===== src/rtl/sep_pkg.sv =====
// Purpose: Shared constants and types for the serial EEPROM pin link.
// Assumes: 50 MHz system clock on both ends; link clock made by the master.
// Notes: Instruction field layout is a plain generic choice.
package sep_pkg;
	localparam int unsigned SYS_CLK_HZ = 50_000_000;
	localparam int unsigned SYS_PERIOD_NS = 1_000_000_000 / SYS_CLK_HZ;
	// Least deselect time, rounded up to whole cycles
	localparam int unsigned MIN_DESELECT_TIME_NS = 250;
	localparam int unsigned DESELECT_CYC = (MIN_DESELECT_TIME_NS + SYS_PERIOD_NS - 1) / SYS_PERIOD_NS;
	// Link clock divider: half period in system cycles
	localparam int unsigned LINK_HALF_CYC = 4;
	// Instruction layout: 2 opcode bits, 8 address bits, 16 data bits
	localparam int unsigned OP_W = 2;
	localparam int unsigned ADDR_W = 8;
	localparam int unsigned DATA_W = 16;
	localparam int unsigned PTR_W = 8;
	localparam int unsigned HDR_W = OP_W + ADDR_W;
	localparam int unsigned FRAME_W = HDR_W + DATA_W;
	localparam int unsigned CNT_W = 6;
	// Opcodes; protect-enable pin selects the protect group
	localparam logic [1:0] OP_READ = 2'h2;
	localparam logic [1:0] OP_WRITE = 2'h1;
	localparam logic [1:0] OP_ERASE = 2'h3;
	localparam logic [1:0] OP_MISC = 2'h0;
	// Self-timed cycle length in system cycles
	localparam int unsigned PROG_CYC_DEFAULT = 2000;
	localparam logic [PTR_W-1:0] PTR_RESET = 8'h00;
	// Bit count needed for an instruction after its start bit
	function automatic logic [CNT_W-1:0] sep_len(input logic [1:0] op, input logic prot);
		if (op == OP_WRITE && !prot)
			sep_len = CNT_W'(FRAME_W);
		else if (op == OP_READ)
			sep_len = CNT_W'(HDR_W + (prot ? PTR_W + 1 : DATA_W));
		else
			sep_len = CNT_W'(HDR_W);
	endfunction
	// Number of output bits of a read instruction
	function automatic logic [CNT_W-1:0] sep_out_len(input logic prot);
		sep_out_len = prot ? CNT_W'(PTR_W + 1) : CNT_W'(DATA_W);
	endfunction
endpackage

===== src/rtl/sep_link_if.sv =====
// Purpose: Pin bundle between master and serial EEPROM device.
// Assumes: Serial output is three-state; pull-up when nobody drives.
// Notes: Wire level is resolved here from the enable.
`timescale 1ns/1ns
interface sep_link_if;
	logic chip_sel;
	logic link_clk;
	logic serial_input;
	logic program_enable_pin;
	logic protect_enable_pin;
	logic sout_o;
	logic sout_oe;
	logic sout;
	// Pull-up resolves the undriven line high
	assign sout = sout_oe ? sout_o : 1'b1;
	modport device (input chip_sel, link_clk, serial_input, program_enable_pin,
		protect_enable_pin, output sout_o, sout_oe);
	modport master (output chip_sel, link_clk, serial_input, program_enable_pin,
		protect_enable_pin, input sout);
endinterface


===== src/rtl/sep_device.sv =====
// Purpose: Device end: shifts instructions in, data and status out.
// Assumes: Pins arrive asynchronously and are synchronised to clk_sys.
// Notes: Array is a small register file; pointer is one register.
`timescale 1ns/1ns
// Notes on behaviour
// RQ1 - Input bits captured on link clock rising edge
// RQ2 - Output bits advance on link clock rising edge
// RQ3 - Clock pauses keep shift state intact
// RQ4 - Link clock ignored while deselected
// RQ5 - Edges before start bit change nothing
// RQ6 - Self-timed cycle runs on own timer
// RQ7 - Master gives exact bit count per instruction
// RQ8 - After full count, ignore until new start
// RQ9 - Master deselects between instructions
// RQ10 - Master sends start, opcode, address, data
// RQ11 - Data out only during read instructions
// RQ12 - Status shown after deselect then reselect
// RQ13 - No status if select never toggles
// RQ14 - Otherwise serial output is high impedance
// RQ15 - Master raises program enable for programming
// RQ16 - Master sets protect enable per instruction
// RQ17 - Deselect resets instruction logic
// RQ18 - Master keeps minimum deselect time
// RQ19 - Status low busy, high ready
// RQ20 - Pointer readout: dummy zero then pointer
// RQ21 - Start is first high input bit sampled
module sep_device
	import sep_pkg::*;
#(
	parameter int unsigned PROG_CYC = PROG_CYC_DEFAULT
)
(
	input wire logic clk_sys,
	input wire logic srst,
	sep_link_if.device link,
	output logic busy,
	output logic [PTR_W-1:0] protect_ptr
);
	typedef enum logic [4:0] {
		ST_IDLE = 5'h01,
		ST_SHIFT = 5'h02,
		ST_READ = 5'h04,
		ST_DONE = 5'h08,
		ST_ARMED = 5'h10
	} sep_dev_state_type;

	logic [1:0] cs_s_q, clk_s_q, din_s_q, pe_s_q, pre_s_q;
	logic [OP_W-1:0] op_q, op_d;
	logic clk_prev_q;
	logic cs, sclk, din, pe, pre, rise;
	sep_dev_state_type st_q, st_d;
	logic [CNT_W-1:0] cnt_q, cnt_d;
	logic [FRAME_W-1:0] sr_q, sr_d;
	logic [DATA_W-1:0] out_q, out_d;
	logic prot_q, prot_d, pe_lat_q, pe_lat_d;
	logic wen_q, wen_d;
	logic [DATA_W-1:0] mem_q [2**ADDR_W];
	logic [PTR_W-1:0] ptr_q, ptr_d;
	logic [31:0] tmr_q, tmr_d;
	logic [7:0] dsel_q, dsel_d;
	logic stat_q, stat_d, launch;
	logic do_o_q, do_o_d, do_oe_q, do_oe_d;
	logic mem_we;
	logic [ADDR_W-1:0] mem_a;
	logic [DATA_W-1:0] mem_wd;

	// Two-flop synchronisers; only the second stage is read
	always_ff @(posedge clk_sys)
	begin
		cs_s_q <= {cs_s_q[0], link.chip_sel};
		clk_s_q <= {clk_s_q[0], link.link_clk};
		din_s_q <= {din_s_q[0], link.serial_input};
		pe_s_q <= {pe_s_q[0], link.program_enable_pin};
		pre_s_q <= {pre_s_q[0], link.protect_enable_pin};
		clk_prev_q <= srst ? 1'b0 : clk_s_q[1];
	end
	assign cs = cs_s_q[1];
	assign sclk = clk_s_q[1];
	assign din = din_s_q[1];
	assign pe = pe_s_q[1];
	assign pre = pre_s_q[1];
	assign rise = cs && sclk && !clk_prev_q; // RQ1 RQ4

	// Instruction engine, busy timer and output pin
	always_comb
	begin
		st_d = st_q;
		cnt_d = cnt_q;
		op_d = op_q;
		sr_d = sr_q;
		out_d = out_q;
		prot_d = prot_q;
		pe_lat_d = pe_lat_q;
		wen_d = wen_q;
		ptr_d = ptr_q;
		tmr_d = tmr_q;
		dsel_d = dsel_q;
		stat_d = stat_q;
		do_o_d = do_o_q;
		do_oe_d = 1'b0; // RQ14
		launch = 1'b0;
		mem_we = 1'b0;
		mem_a = sr_q[DATA_W +: ADDR_W];
		mem_wd = sr_q[DATA_W-1:0];
		// Own timer ends the programming cycle
		if (tmr_q != 32'h0)
			tmr_d = tmr_q - 32'h1; // RQ6
		if (!cs)
		begin
			// Deselect clears any partial instruction
			st_d = (st_q == ST_DONE) ? ST_ARMED : ST_IDLE; // RQ17
			cnt_d = '0;
			if (dsel_q != 8'hff)
				dsel_d = dsel_q + 8'h1;
			stat_d = 1'b0;
			// Launch on deselect after any full instruction, read included
			if (st_q == ST_DONE)
				launch = 1'b1;
		end
		else
		begin
			// Status only after a deselect of the least time while busy
			if (dsel_q >= 8'(DESELECT_CYC) && tmr_q != 32'h0)
				stat_d = 1'b1; // RQ12 RQ13
			dsel_d = 8'h0;
			unique case (st_q)
				ST_IDLE, ST_ARMED:
				begin
					if (rise && din && tmr_q == 32'h0)
					begin
						st_d = ST_SHIFT; // RQ21 RQ5
						prot_d = pre;
						pe_lat_d = pe;
					end
				end
				ST_SHIFT:
				begin
					if (rise)
					begin
						sr_d = {sr_q[FRAME_W-2:0], din}; // RQ1 RQ3
						cnt_d = cnt_q + 1'b1;
						// Opcode kept apart, since the data bits push it up the register
						if (cnt_q + 1'b1 == CNT_W'(OP_W))
							op_d = {sr_q[0], din};
						if (cnt_q + 1'b1 == CNT_W'(HDR_W) && sr_q[HDR_W-2 -: OP_W] == OP_READ)
						begin
							st_d = ST_READ; // RQ11
							cnt_d = '0;
							out_d = prot_q ? {1'b0, ptr_q, 7'h0} : mem_q[{sr_q[ADDR_W-2:0], din}];
						end
						else if (cnt_q + 1'b1 == sep_len(op_q, prot_q))
							st_d = ST_DONE; // RQ8
						// Short frames go to the top, where a full frame ends up
						if (cnt_q + 1'b1 == CNT_W'(HDR_W) && st_d != ST_SHIFT)
							sr_d = {sr_q[HDR_W-2:0], din, {DATA_W{1'b0}}};
					end
				end
				ST_READ:
				begin
					do_oe_d = 1'b1; // RQ11
					if (rise)
					begin
						do_o_d = out_q[DATA_W-1]; // RQ2 RQ20
						out_d = {out_q[DATA_W-2:0], 1'b0};
						cnt_d = cnt_q + 1'b1;
						if (cnt_q + 1'b1 == sep_out_len(prot_q))
							st_d = ST_DONE; // RQ8
					end
				end
				ST_DONE:
				begin
					do_oe_d = do_oe_q && (cnt_q != '0);
				end
				default:
					st_d = ST_IDLE;
			endcase
			if (stat_q)
			begin
				do_oe_d = 1'b1;
				do_o_d = (tmr_q == 32'h0); // RQ19
			end
		end
		// Execute a programming instruction once deselected
		if (launch && pe_lat_q)
		begin
			unique case (sr_q[FRAME_W-1 -: OP_W])
				OP_WRITE:
					mem_we = !prot_q && wen_q && (ptr_q == PTR_RESET || mem_a < ptr_q);
				OP_ERASE:
				begin
					mem_we = !prot_q && wen_q && (ptr_q == PTR_RESET || mem_a < ptr_q);
					mem_wd = '1;
				end
				OP_MISC:
				begin
					if (prot_q)
						ptr_d = sr_q[DATA_W +: PTR_W];
					else
						wen_d = sr_q[DATA_W + ADDR_W - 1];
				end
				default:
					mem_we = 1'b0;
			endcase
			if (mem_we)
				tmr_d = PROG_CYC; // RQ6
		end
	end

	always_ff @(posedge clk_sys)
	begin
		if (srst)
		begin
			st_q <= ST_IDLE;
			cnt_q <= '0;
			op_q <= '0;
			sr_q <= '0;
			out_q <= '0;
			prot_q <= 1'b0;
			pe_lat_q <= 1'b0;
			wen_q <= 1'b0;
			ptr_q <= PTR_RESET;
			tmr_q <= 32'h0;
			dsel_q <= 8'h0;
			stat_q <= 1'b0;
			do_o_q <= 1'b0;
			do_oe_q <= 1'b0;
		end
		else
		begin
			st_q <= st_d;
			cnt_q <= cnt_d;
			op_q <= op_d;
			sr_q <= sr_d;
			out_q <= out_d;
			prot_q <= prot_d;
			pe_lat_q <= pe_lat_d;
			wen_q <= wen_d;
			ptr_q <= ptr_d;
			tmr_q <= tmr_d;
			dsel_q <= dsel_d;
			stat_q <= stat_d;
			do_o_q <= do_o_d;
			do_oe_q <= do_oe_d;
		end
	end

	// Array store; no reset so it maps to memory
	always_ff @(posedge clk_sys)
	begin
		if (mem_we)
			mem_q[mem_a] <= mem_wd;
	end

	assign link.sout_o = do_o_q;
	assign link.sout_oe = do_oe_q;
	assign busy = (tmr_q != 32'h0);
	assign protect_ptr = ptr_q;
endmodule


===== src/flat_wrapper.sv =====
// flat-port wrapper written by rule: the top's interface ports become plain ports
module sep_device_flat import sep_pkg::*;
#(
	parameter int unsigned PROG_CYC = PROG_CYC_DEFAULT
)
  (clk_sys, srst, busy, protect_ptr, link_chip_sel, link_link_clk, link_serial_input, link_program_enable_pin, link_protect_enable_pin, link_sout_o, link_sout_oe);
  sep_link_if link_i ();
  input wire logic clk_sys;
  input wire logic srst;
  output logic busy;
  output logic [PTR_W-1:0] protect_ptr;
  input wire logic [$bits(link_i.chip_sel)-1:0] link_chip_sel;
  input wire logic [$bits(link_i.link_clk)-1:0] link_link_clk;
  input wire logic [$bits(link_i.serial_input)-1:0] link_serial_input;
  input wire logic [$bits(link_i.program_enable_pin)-1:0] link_program_enable_pin;
  input wire logic [$bits(link_i.protect_enable_pin)-1:0] link_protect_enable_pin;
  output wire logic [$bits(link_i.sout_o)-1:0] link_sout_o;
  output wire logic [$bits(link_i.sout_oe)-1:0] link_sout_oe;
  assign link_i.chip_sel = link_chip_sel;
  assign link_i.link_clk = link_link_clk;
  assign link_i.serial_input = link_serial_input;
  assign link_i.program_enable_pin = link_program_enable_pin;
  assign link_i.protect_enable_pin = link_protect_enable_pin;
  assign link_sout_o = link_i.sout_o;
  assign link_sout_oe = link_i.sout_oe;
  sep_device #(.PROG_CYC(PROG_CYC)) u_core (.clk_sys(clk_sys), .srst(srst), .link(link_i), .busy(busy), .protect_ptr(protect_ptr));
endmodule

===== config.mk =====
export PLATFORM = sky130hd
export DESIGN_NAME = sep_device_flat
export DESIGN_NICKNAME = d
export VERILOG_FILES = /design/src/rtl/sep_pkg.sv /design/src/rtl/sep_link_if.sv /design/src/rtl/sep_device.sv /design/src/flat_wrapper.sv
export SDC_FILE = /design/constraint.sdc
export NUM_CORES = 2
export LEC_CHECK = 0
export BUFFER_PORTS_ARGS = -buffer_cell sky130_fd_sc_hd__buf_4
export CORE_MARGIN = 1.5
export CORE_UTILIZATION = 57
export DETAILED_ROUTE_END_ITERATION = 10
export HOLD_SLACK_MARGIN = 0.06
export PLACE_DENSITY = 0.75
export SETUP_SLACK_MARGIN = 0.3
export SLEW_MARGIN = 25
export SYNTH_ARGS = -nofsm -noshare
export SYNTH_HDL_FRONTEND = slang
export SYNTH_SLANG_ARGS = --single-unit

===== constraint.sdc =====
create_clock -name clk_sys -period 12.8 [get_ports clk_sys]
set_input_delay 1.28 -clock clk_sys [delete_from_list [all_inputs] [get_ports clk_sys]]
set_output_delay 1.28 -clock clk_sys [all_outputs]
set_load 0.02 [all_outputs]

==> flow_summary.json <==
{
  "status": "finished, final reports clean",
  "clock-sinks": 4216,
  "internal_power_w": 0.0220,
  "r2r-start": "u_core.sr_q[1]$_SDFFE_PP0P_",
  "portBuffers": 17,
  "vias_per_cell": 6.96,
  "drv_cap": 0,
  "clk_pin_slew_ns": 0.06,
  "post_cts_buffers": 0,
  "drt_pre_antenna_iters": 7,
  "ir_worst_vdd_mv": 0.153,
  "synth-seq-cells": 4216,
  "nFillCells": 17600,
  "fmax_ghz": 0.184,
  "grt_overflow": 0,
  "cp_cell_sequence": "buf_4 -> buf_12 -> buf_4 -> mux4_2 -> mux4_2 -> mux4_2 -> nor2_1 -> or4_1 -> a21oi_1",
  "pwr_density_cell_nw_per_um2": 151,
  "grt_use_total_pct": 30.1,
  "final_core_util_pct": 64.3,
  "cts_tree": "yes",
  "async_flop_share_pct": 0,
  "antenna_left": 0,
  "met1_usage_pct": 41.4,
  "grt_most_used_layer": "met2",
  "p_sw_share_pct": 20.6,
  "fp.dieH_um": 538,
  "p_leak_nw": 57.1,
  "power_frac_comb_pct": 2.7,
  "cts_buffers": 411,
  "cts_buffer_depth": 4,
  "drv_slew": 0,
  "drt-initial-drc-count": 13600,
  "critPathLaunchType": "flip-flop",
  "synthTopCellsByArea": "edfxtp_1 75%, mux4_2 15%, mux2i_1 1.7%",
  "synth_top_area_share_pct": 75.4,
  "post-place-ws_ns": 7.41,
  "syn2layout_area_growth_pct": 12.3,
  "hold_class": "flip-flop to flip-flop",
  "path_class": "flip-flop to flip-flop",
  "ys.flop_type": "edfxtp_1",
  "finalHoldViolCount": 0,
  "nets": 7849,
  "antenna_found_initial": 22,
  "worstHoldStart": "u_core.cs_s_q[0]$_DFF_P_",
  "tns_ns": 0,
  "fin_crit_sh_pct": 42.4,
  "drive_gt1_share_pct": 27.3,
  "yosys_warnings": 0,
  "use_met3_pct": 7.45,
  "synth_enable_flop_cells": 4096,
  "p_seq_share_pct": 54.2,
  "worstSkewPairLatency_ns": 0.99,
  "fin_ws_ns": 7.37,
  "cp_max_fo": 104,
  "pwr-share-clk_pct": 43.1,
  "dieArea_um2": 289000,
  "finalCriticalPeriod_ns": 5.43,
  "wl_per_cell_um": 36.4,
  "tightest_slew_ns": 1.19,
  "cp.required_ns": 13.65,
  "grt_setup_unrepaired": "false",
  "drc_errors": 0,
  "cp.arrival_ns": 6.28,
  "ctsResizeCount": 0,
  "die_w_um": 538,
  "whs_ns": 0.327,
  "cts_hold_buffers": 0,
  "core-area_um2": 285000,
  "finalWirelength_mm": 435,
  "avgSynthCellArea_um2": 21.9,
  "fp-row-count": 196,
  "path_delay_family": "buffers and inverters",
  "slowest_stage": "buf_4",
  "yosysTopAreaCell": "edfxtp_1",
  "cp_common_cell": "mux4_2",
  "pin_count": 18,
  "gp_congestion": 0.970,
  "met2_usage_pct": 45.8,
  "place_hpwl_mm": 246,
  "p_switching_w": 0.00569,
  "register_area_um2": 125000,
  "cts_root_buf": "clkbuf_16",
  "grt_pass1_vias": 82500,
  "cp_slowest_stage_delay_ns": 0.78,
  "ys_types": 77,
  "htree_levels": 5,
  "fin_skew_ns": 0.0707,
  "finalSetupViolCount": 0,
  "crit_path_end_kind": "flip-flop",
  "crit_buf_inv": 3,
  "vias": 83000,
  "netlist_instances": 7444,
  "start_util_pct": 57.3,
  "startpoint": "u_core.sr_q[1]$_SDFFE_PP0P_",
  "grt_max_degree": 241,
  "syn_area_um2": 163000,
  "multiInputGateArea_um2": 36300,
  "maxSlewHeadroom_pct": 20.1,
  "syn_nets": 7465,
  "synth_seq_area_share_pct": 76.9,
  "grt_pass1_wl_mm": 612
}
-- cell type report --
cell class,instances,area share (%)
repair buffers,394,1.82
clock buffers,506,5.87
diodes,7,0.00957
multi-input cells,2783,19.8
well taps,3762,2.57
flip-flops and latches,4216,68.5
inverters,22,0.0478
clock inverters,243,1.38
-- state kept, by name, summed over array words and instances, names as in the netlist, 5 cells and up --
signal              flops
u_core.out_q           16
u_core.st_q             5
u_core.tmr_q           32
u_core.sr_q            26
u_core.dsel_q           8
u_core.protect_ptr      8
u_core.cnt_q            6
u_core.mem_q         4096
-- metrics by stage --
| step | total power, W | std cells | cell area (um^2) |
|---|---|---|---|
| final | 0.0277 | 11900 | 183000 |
| after global routing | 0.0283 | 11900 | 183000 |
| after CTS | 0.0277 | 11900 | 183000 |
| after detailed placement | 0.0160 | 11200 | 170000 |
| after global placement | 0.0160 | 11200 | 169000 |
| after floorplan | 0.0159 | 7444 | 163000 |
-- synthesized netlist by cell type, drive strengths merged (67+ instances only) --
library cell	n
edfxtp	4096
mux4	1109
nor2	385
mux2i	269
buf	228
clkbuf	195
nand2	140
dfxtp	120
a21oi	116
nand3	95
a211oi	68
o21ai	67
-- cell usage in the layout, fill, tap and decap left out, types with 45 or more instances in the layout --
cell,instances
nor2_1,338
mux2i_1,269
clkbuf_16,415
a211oi_1,66
clkinv_1,86
mux4_2,1109
dfxtp_1,113
a21oi_1,113
o21ai_0,62
o22ai_1,45
edfxtp_1,4096
buf_4,361
nand2_1,137
clkbuf_1,89
nand3_1,92
a22oi_1,54
clkinv_2,79
-- path summary, 6_finish.rpt --
path,endpoint,slack (ns),cells past startpoint
max,u_core.out_q[7]$_SDFFE_PP0P_,7.37,9
min,u_core.cs_s_q[1]$_DFF_P_,0.33,0
min reg2reg,u_core.cs_s_q[1]$_DFF_P_,0.33,0
max reg2reg,u_core.out_q[7]$_SDFFE_PP0P_,7.37,9
-- power groups by stage --
stage	clock (W)	sequential [W]	combinational, W
finish	0.0119	0.0150	0.000759
global route	0.0125	0.0150	0.000814
CTS	0.0120	0.0150	0.000763
detailed placement	0	0.0153	0.000756
global placement	0	0.0153	0.000731
floorplan	0	0.0153	0.000626
-- routing by layer --
| layer | up-vias | share of wire, % |
|---|---|---|
| li1 | 32100 | - |
| met1 | 43500 | 35 |
| met2 | 6382 | 46 |
| met3 | 1073 | 13 |
| met4 | 22 | 5.6 |
| met5 | - | 0.074 |
-- logic make-up after synthesis --
group,synth area share [%]
mux,17.1
flops,76.9
compound gates,1.99
buf+inv,1.29
fa+ha+maj,0.107
xor+xnor,0.223
simple gates,2.42
-- worst reg2reg max path: stages, from the launching register on --
cell	delay (ns)
dfxtp_4	0.56
buf_4	0.75
buf_12	0.65
buf_4	0.89
mux4_2	0.46
mux4_2	0.51
mux4_2	0.54
nor2_1	0.66
or4_1	0.24
a21oi_1	0.06
Note: power is estimated with default switching activity, not from simulation.
